$ cat config.mk
export PLATFORM = sky130hd
export DESIGN_NAME = overtemp_timer_limit
export DESIGN_NICKNAME = d
export VERILOG_FILES = /design/src/otl_pkg.sv /design/src/overtemp_timer_limit.sv
export SDC_FILE = /design/constraint.sdc
export NUM_CORES = 1
export LEC_CHECK = 0
export ABC_AREA = 1
export BUFFER_PORTS_ARGS = -buffer_cell sky130_fd_sc_hd__buf_2
export CORE_ASPECT_RATIO = 1.25
export CORE_MARGIN = 2
export CORE_UTILIZATION = 40
export CTS_BUF_LIST = sky130_fd_sc_hd__clkbuf_4
export CTS_CLUSTER_DIAMETER = 60
export DETAILED_ROUTE_END_ITERATION = 10
export HOLD_SLACK_MARGIN = 0.12
export PLACE_DENSITY = 0.59
export SKIP_LAST_GASP = 1
export SYNTH_ARGS = -nofsm -noshare
export SYNTH_HDL_FRONTEND = slang
export SYNTH_SLANG_ARGS = --single-unit
$ cat constraint.sdc
create_clock -name CLOCK -period 3.55 [get_ports CLOCK]
set_input_delay 0.1775 -clock CLOCK [delete_from_list [all_inputs] [get_ports CLOCK]]
set_output_delay 0.1775 -clock CLOCK [all_outputs]
set_load 0.02 [all_outputs]
$ cat src/otl_pkg.sv
// Constants for the overtemperature timer limit and fan pulse configuration block
package otl_pkg;
    // Register offsets
    localparam logic [7:0] INT_STATUS2_ADDR = 8'h42;
    localparam logic [7:0] TIMER_STATUS_ADDR = 8'h79;
    localparam logic [7:0] TIME_LIMIT_ADDR = 8'h7a;
    localparam logic [7:0] PULSE_CFG_ADDR = 8'h7b;
    // Field positions
    localparam int TIME_FLAG_BIT = 5;
    localparam int FIRST_FAN_PULSE_SEL_LSB = 0;
    localparam int SECOND_FAN_PULSE_SEL_LSB = 2;
    localparam int THIRD_FAN_PULSE_SEL_LSB = 4;
    localparam int FOURTH_FAN_PULSE_SEL_LSB = 6;
    // Reset values
    localparam logic [7:0] TIME_LIMIT_RST = 8'h00;
    localparam logic [7:0] PULSE_CFG_RST = 8'h55;
    localparam logic [7:0] STATUS_RST = 8'h00;
    // Timing: one count step of assertion time, and the clock period
    localparam int STEP_NS = 22760000;
    localparam int CLOCK_NS = 100;
    localparam int STEP_CYCLES = STEP_NS / CLOCK_NS;
    // Steps before the upper timer bits become visible (45.52 ms)
    localparam logic [7:0] VISIBLE_STEPS = 8'h02;
    localparam logic [7:0] COUNT_MAX = 8'hff;
endpackage

$ cat src/overtemp_timer_limit.sv
// Overtemperature assertion timer limit compare and fan pulse-count configuration
//
// Behaviour
// - Eight-bit writable limit, one step equals 22.76 ms of assertion.
// - Limit covers 45.52 ms to 5.80 s of continuous assertion.
// - Assertion time beyond limit sets bit 5 of register 0x42; a limit of 0xff never sets it, as the count saturates at 0xff.
// - Zero limit raises the flag immediately when the line asserts.
// - Limit register reads zero after reset.
// - Bits 1:0 select first fan pulses, codes mean one to four.
// - Bits 3:2 select second fan pulses, same encoding.
// - Bits 5:4 select third fan pulses, same encoding.
// - Bits 7:6 select fourth fan pulses, same encoding.
// - Pulse-count register resets to 0x55, two pulses per fan.
// - Seen bit sets on assertion, clears when timer status is read.
// - Upper timer bits zero until 45.52 ms, then full count shown.
`timescale 1ns/1ns
`default_nettype none
module overtemp_timer_limit #(
    parameter int STEP_CYCLES = otl_pkg::STEP_CYCLES
) (
    // Clock, reset, enable
    input wire logic CLOCK,
    input wire logic SRST,
    input wire logic CE,
    // Overtemperature line from the pin, active low
    input wire logic OVERTEMP_LINE_N,
    // Register port
    input wire logic REG_WR,
    input wire logic REG_RD,
    input wire logic [7:0] REG_ADDR,
    input wire logic [7:0] REG_WDATA,
    output logic [7:0] REG_RDATA,
    output logic REG_RVALID,
    // Configuration and status toward the fan and interrupt logic
    output logic [1:0] FIRST_FAN_PULSE_SEL,
    output logic [1:0] SECOND_FAN_PULSE_SEL,
    output logic [1:0] THIRD_FAN_PULSE_SEL,
    output logic [1:0] FOURTH_FAN_PULSE_SEL,
    output logic OVERTEMP_TIME_FLAG,
    output logic [7:0] ASSERT_DURATION_COUNT
);
    // Pin synchroniser and accepted level
    logic [2:0] sync_r;
    logic line_r;
    logic line_prev_r;
    // Timer, flags and register state
    logic [31:0] presc_r;
    logic [7:0] count_r;
    logic seen_r;
    logic flag_r;
    logic fired_r;
    logic [7:0] limit_r;
    logic [7:0] pulse_cfg_r;
    // Combinational helpers
    logic [7:0] rdata_nxt;
    logic [7:0] timer_view;
    logic rise;
    logic step_done;
    logic over_limit;
    logic rd_status;
    logic rd_int;
    logic limit_zero;
    logic count_over;

    // Address decode shared by the strobe qualifiers and the write path
    function automatic logic addr_is(input logic [7:0] a, input logic [7:0] off);
        return a == off;
    endfunction

    // Two-bit pulse selection of one fan; code n counts n+1 pulses
    function automatic logic [1:0] fan_field(input logic [7:0] cfg, input int lsb);
        return cfg[lsb +: 2];
    endfunction

    // Pin passes three flops; a level counts only once the last two agree
    // Reset loads the released level, so no false edge follows reset
    always_ff @(posedge CLOCK) begin
        if (SRST) begin
            sync_r <= 3'h7;
            line_r <= 1'b0;
            line_prev_r <= 1'b0;
        end else if (CE) begin
            sync_r <= {sync_r[1:0], OVERTEMP_LINE_N};
            if (sync_r[1] == sync_r[2]) begin
                line_r <= ~sync_r[2];
            end
            line_prev_r <= line_r;
        end
    end

    // One-cycle pulse on each accepted assertion
    assign rise = line_r & ~line_prev_r;
    // Last prescaler cycle of one 22.76 ms step
    assign step_done = (presc_r == 32'(STEP_CYCLES - 1));
    // Read side effects by address; CE gating sits in the processes
    assign rd_status = REG_RD && addr_is(REG_ADDR, otl_pkg::TIMER_STATUS_ADDR);
    assign rd_int = REG_RD && addr_is(REG_ADDR, otl_pkg::INT_STATUS2_ADDR);

    // Duration counter: one step per 22.76 ms, restarts on each new assertion
    // Saturates at the top so a long assertion cannot wrap and re-arm the compare
    always_ff @(posedge CLOCK) begin
        if (SRST) begin
            presc_r <= 32'h0;
            count_r <= 8'h00;
        end else if (CE) begin
            if (rise) begin
                presc_r <= 32'h0;
                count_r <= 8'h00;
            end else if (line_r) begin
                presc_r <= step_done ? 32'h0 : presc_r + 32'h1;
                if (step_done && count_r != otl_pkg::COUNT_MAX) begin
                    count_r <= count_r + 8'h01;
                end
            end
        end
    end

    // Seen bit: a new assertion in the read cycle wins over the clear
    // Clearing on read lets software notice each new episode once
    always_ff @(posedge CLOCK) begin
        if (SRST) begin
            seen_r <= 1'b0;
        end else if (CE) begin
            if (rise) begin
                seen_r <= 1'b1;
            end else if (rd_status) begin
                seen_r <= 1'b0;
            end
        end
    end

    // Below two steps only the seen bit shows; beyond, the full count
    assign timer_view = (count_r >= otl_pkg::VISIBLE_STEPS) ? count_r :
                        {7'h00, seen_r};

    // Zero limit means fire on the accepted assertion edge itself
    assign limit_zero = (limit_r == 8'h00);
    // The rise cycle still carries the count held from the last episode, so it is masked
    assign count_over = line_r && !rise && (count_r > limit_r);
    // Zero limit fires on the edge; otherwise when the count passes the limit
    assign over_limit = limit_zero ? rise : count_over;

    // Sticky flag, cleared by reading the interrupt status; set wins
    // fired_r blocks a second set in one episode once software has cleared the flag
    always_ff @(posedge CLOCK) begin
        if (SRST) begin
            flag_r <= 1'b0;
            fired_r <= 1'b0;
        end else if (CE) begin
            if (rise) begin
                fired_r <= limit_zero;
            end else if (over_limit) begin
                fired_r <= 1'b1;
            end
            if (over_limit && (!fired_r || rise)) begin
                flag_r <= 1'b1;
            end else if (rd_int) begin
                flag_r <= 1'b0;
            end
        end
    end

    // Writable registers; other addresses ignore writes
    // Status addresses are read-only here, so writes to them fall through
    always_ff @(posedge CLOCK) begin
        if (SRST) begin
            limit_r <= otl_pkg::TIME_LIMIT_RST;
            pulse_cfg_r <= otl_pkg::PULSE_CFG_RST;
        end else if (CE && REG_WR) begin
            if (addr_is(REG_ADDR, otl_pkg::TIME_LIMIT_ADDR)) begin
                limit_r <= REG_WDATA;
            end
            if (addr_is(REG_ADDR, otl_pkg::PULSE_CFG_ADDR)) begin
                pulse_cfg_r <= REG_WDATA;
            end
        end
    end

    // Read mux; unmapped addresses read zero
    // Read side effects act at the strobe edge; the data registered at that same edge holds the values from before them
    always_comb begin
        rdata_nxt = 8'h00;
        case (REG_ADDR)
            otl_pkg::INT_STATUS2_ADDR: begin
                rdata_nxt[otl_pkg::TIME_FLAG_BIT] = flag_r;
            end
            otl_pkg::TIMER_STATUS_ADDR: begin
                rdata_nxt = timer_view;
            end
            otl_pkg::TIME_LIMIT_ADDR: begin
                rdata_nxt = limit_r;
            end
            otl_pkg::PULSE_CFG_ADDR: begin
                rdata_nxt = pulse_cfg_r;
            end
            default: begin
                rdata_nxt = 8'h00;
            end
        endcase
    end

    // Read data registered one cycle after the strobe
    always_ff @(posedge CLOCK) begin
        if (SRST) begin
            REG_RDATA <= otl_pkg::STATUS_RST;
            REG_RVALID <= 1'b0;
        end else if (CE) begin
            REG_RVALID <= REG_RD;
            if (REG_RD) begin
                REG_RDATA <= rdata_nxt;
            end
        end
    end

    // Field outputs; code n means n+1 pulses per measurement
    // Turning the code into a pulse count is left to the fan measurement logic
    assign FIRST_FAN_PULSE_SEL = fan_field(pulse_cfg_r, otl_pkg::FIRST_FAN_PULSE_SEL_LSB);
    assign SECOND_FAN_PULSE_SEL = fan_field(pulse_cfg_r, otl_pkg::SECOND_FAN_PULSE_SEL_LSB);
    assign THIRD_FAN_PULSE_SEL = fan_field(pulse_cfg_r, otl_pkg::THIRD_FAN_PULSE_SEL_LSB);
    assign FOURTH_FAN_PULSE_SEL = fan_field(pulse_cfg_r, otl_pkg::FOURTH_FAN_PULSE_SEL_LSB);
    assign OVERTEMP_TIME_FLAG = flag_r;
    assign ASSERT_DURATION_COUNT = timer_view;
endmodule
`default_nettype wire

==> impl_metrics.tcl <==
set metrics [dict create \
    status "completed" \
    p_clk_share_pct 34.0 \
    drv_cap 0 \
    ant_nets 0 \
    worstPathCellList "inv_1 -> ha_1 -> nor2_1 -> nand3_1 -> o21ai_0 -> and2_1 -> buf_2" \
    ys_seq_area_share_pct 33.09 \
    die-area_um2 11900 \
    power.switching_mw 0.3635 \
    core_um2 10670 \
    syn_nets 738 \
    fp-row-count 42 \
    worst_ir_drop_vdd_mv 0.1267 \
    cp.buffers_inverters 2 \
    p_comb_share_pct 5.5 \
    final_area_um2 4994 \
    nFillCells 1149 \
    synth-seq-cells 73 \
    hold_class "in2reg" \
    avgSynthCellArea_um2 6.265 \
    gp_congestion 0.9280 \
    maxSlewViolCount 0 \
    area_growth_pct 13.06 \
    total_power_mw 1.363 \
    grtUsageTotal_pct 21.03 \
    fmax_ghz 0.4860 \
    slew_headroom_pct 51.07 \
    ys_types 39 \
    swShare_pct 26.67 \
    power_density_nw_per_um2 272.9 \
    yosys_warnings 0 \
    cts-resized-gates 0 \
    tns_ps 0 \
    worst_clock_skew_ps 11.72 \
    layout_min_cycle_time_ps 2058 \
    antenna_found_initial 1 \
    pin_count 48 \
    setup_ws_ps 1492 \
    die_h_um 121.5 \
    internal_power_mw 0.9992 \
    cts.sinks 73 \
    synth_area_um2 4417 \
    post_cts_buffers 0 \
    hold_slack_ps 147.3 \
    p_leak_nw 2.050 \
    final_hold_viol_count 0 \
    wire_per_inst_um 13.62 \
    overflow 0 \
    cp.required_ps 3370 \
    worstMarginPinSlew_ps 733.1 \
    netlist_instances 705 \
    multi_input_area_um2 2556 \
    dr.pass1.iters 5 \
    fin_cells 895 \
    start_util_pct 41.40 \
    dpl.cell_count 863 \
    rsz0062_at_grt "no" \
    numCtsBuffers 9 \
    drive_gt1_share_pct 12.47 \
    via_per_inst 5.074 \
    postCtsHoldBufs 15 \
    clockBufferDepth 2 \
    crit_path_end_kind "output pin" \
    fp.dieW_um 97.99 \
    arrival_ps 1880 \
    portBuffers 47 \
    final_util_pct 46.81 \
    grt_pass1_wl_mm 20.09 \
    nets 790 \
    slowest_stage "dfxtp_1" \
    grt_max_degree 30 \
    htree_levels 3 \
    totalWireLength_mm 12.19 \
    seqPwrFrac_pct 60.5 \
    final.period_utilization_pct 57.96 \
    insertion_delay_ps 450 \
    crit_path_max_fanout 4 \
    start_kind "register" \
    root_buffer "clkbuf_4" \
    drc_errors 0 \
    critPathMaxStageDelay_ps 410 \
    place_ws_ps 1556 \
    finalSetupViolations 0 \
    grt_pass1_vias 4291 \
    dr_total_vias 4541 \
    drtIter0Drc 250 \
    seq_area_um2 1461 \
    cts_tree "built" \
    crit_family "flip-flops" \
    dpl.hpwl_mm 9.298 \
    clkTransAtPathRegs_ps 130 \
    rrSetupSlack_ps 1710 \
    postPlaceCellArea_um2 4731 \
    criticalPathCategory "reg2out" \
]
placed cells by master, fill, tap and decap left out, types with 2 or more instances in the layout:
master,n
a21o_1,2
a21oi_1,48
buf_2,47
clkbuf_4,10
clkinv_1,3
clkinv_2,3
clkinv_4,2
dfxtp_1,73
dlygate4sd3_1,15
ha_1,11
inv_1,77
inv_2,2
nand2_1,200
nand2_2,4
nand2_4,4
nand3_1,53
nand3_2,2
nand3b_1,4
nand4_1,16
nor2_1,102
nor2_2,9
nor2_4,6
nor3_1,7
o211ai_1,5
o21ai_0,34
o21bai_1,2
or2_2,2
xor2_1,7
cells in the mapped netlist:
| cell type | instances | area (um^2) |
|---|---|---|
| and2_1 | 1 | 6.260 |
| a21oi_1 | 48 | 240.2 |
| dfxtp_1 | 73 | 1461 |
| o211ai_1 | 5 | 37.54 |
| inv_2 | 2 | 7.510 |
| a21oi_2 | 1 | 8.760 |
| inv_1 | 77 | 289.0 |
| xor2_1 | 7 | 61.31 |
| a21oi_4 | 1 | 16.27 |
| nand2_4 | 4 | 45.04 |
| nand2_2 | 4 | 25.02 |
| o21ai_1 | 1 | 5.000 |
| nor3b_1 | 1 | 7.510 |
| nor3_2 | 1 | 10.01 |
| o22ai_1 | 1 | 6.260 |
| clkinv_2 | 1 | 5.000 |
| nand2_1 | 200 | 750.7 |
| buf_1 | 1 | 3.750 |
| nor2_2 | 9 | 56.30 |
| and3_1 | 1 | 6.260 |
| o21ai_0 | 34 | 170.2 |
| clkbuf_1 | 14 | 52.55 |
| nand4_1 | 16 | 100.1 |
| nand3b_1 | 4 | 30.03 |
| nor2_1 | 102 | 382.9 |
| or2_2 | 2 | 12.51 |
| o21bai_1 | 2 | 15.01 |
| buf_2 | 6 | 30.03 |
| nor2_4 | 6 | 67.56 |
| buf_4 | 1 | 7.510 |
| a21o_1 | 2 | 15.01 |
| nor3_1 | 7 | 35.03 |
| nand3_1 | 53 | 265.3 |
| o31ai_1 | 1 | 7.510 |
| ha_1 | 11 | 137.6 |
| clkinv_1 | 1 | 3.750 |
| nand3_2 | 2 | 20.02 |
| xnor2_1 | 1 | 8.760 |
| nor4_1 | 1 | 6.260 |
power groups by stage:
stage | logic, mW | clock network [mW] | registers [mW]
final | 0.0752 | 0.463 | 0.824
after global routing | 0.0834 | 0.514 | 0.825
after CTS | 0.0755 | 0.475 | 0.825
after detailed placement | 0.0637 | 0 | 0.843
after global placement | 0.0629 | 0 | 0.843
after floorplan | 0.0362 | 0 | 0.844
flip-flops by register name, summed over array words and instances, names as in the netlist, 3 cells and up:
register / cells
presc_r: 32
REG_RDATA: 8
count_r: 8
limit_r: 8
pulse_cfg_r: 8
sync_r: 3
area by class of cell:
| cell class | count | share of cell area, % |
|---|---|---|
| antenna | 1 | 0.05011 |
| inverter | 81 | 6.114 |
| tap | 132 | 3.307 |
| clock buffer | 10 | 1.503 |
| timing repair buffer | 63 | 7.868 |
| clock inverter | 6 | 0.7016 |
| sequential | 73 | 29.27 |
| multi-input combinational | 529 | 51.19 |
final timing paths:
check,from,endpoint,cells past startpoint
setup / recovery,count_r[0]$_SDFFE_PP0P_,ASSERT_DURATION_COUNT[0],7
hold / removal,REG_RD,REG_RDATA[2]$_SDFFE_PP0P_,4
setup reg to reg,line_r$_SDFFE_PP0P_,presc_r[10]$_SDFFE_PP0P_,8
hold reg to reg,REG_RDATA[2]$_SDFFE_PP0P_,REG_RDATA[2]$_SDFFE_PP0P_,2
layer usage:
layer | up-vias | share of wire, % | global-route usage, %
met3 | 21 | 3.6 | 3.975
met5 | - | 0 | 0
li1 | 2358 | - | -
met1 | 2073 | 42 | 23.10
met2 | 89 | 53 | 39.60
met4 | 0 | 2.0 | 8.073
worst register-to-register path: stages (launching register included):
cell and delay [ps]:
dfxtp_1 460, nand2_4 220, clkinv_2 290, nand2_1 140, nor2_2 140, nand2_1 130
nor2_1 140, xor2_1 170, nor2_1 50
kinds of logic (layout without fill, tap and decap cells):
logic type	Yosys count	count (layout)	share of synthesized area, %
simple gates	414	414	41.36
fa+ha+maj	11	11	3.116
xor+xnor	8	8	1.586
compound gates	96	96	11.81
other cells	0	1	0
flops	73	73	33.09
buf+inv	103	160	9.037
Note: power is estimated with default switching activity, not from simulation.
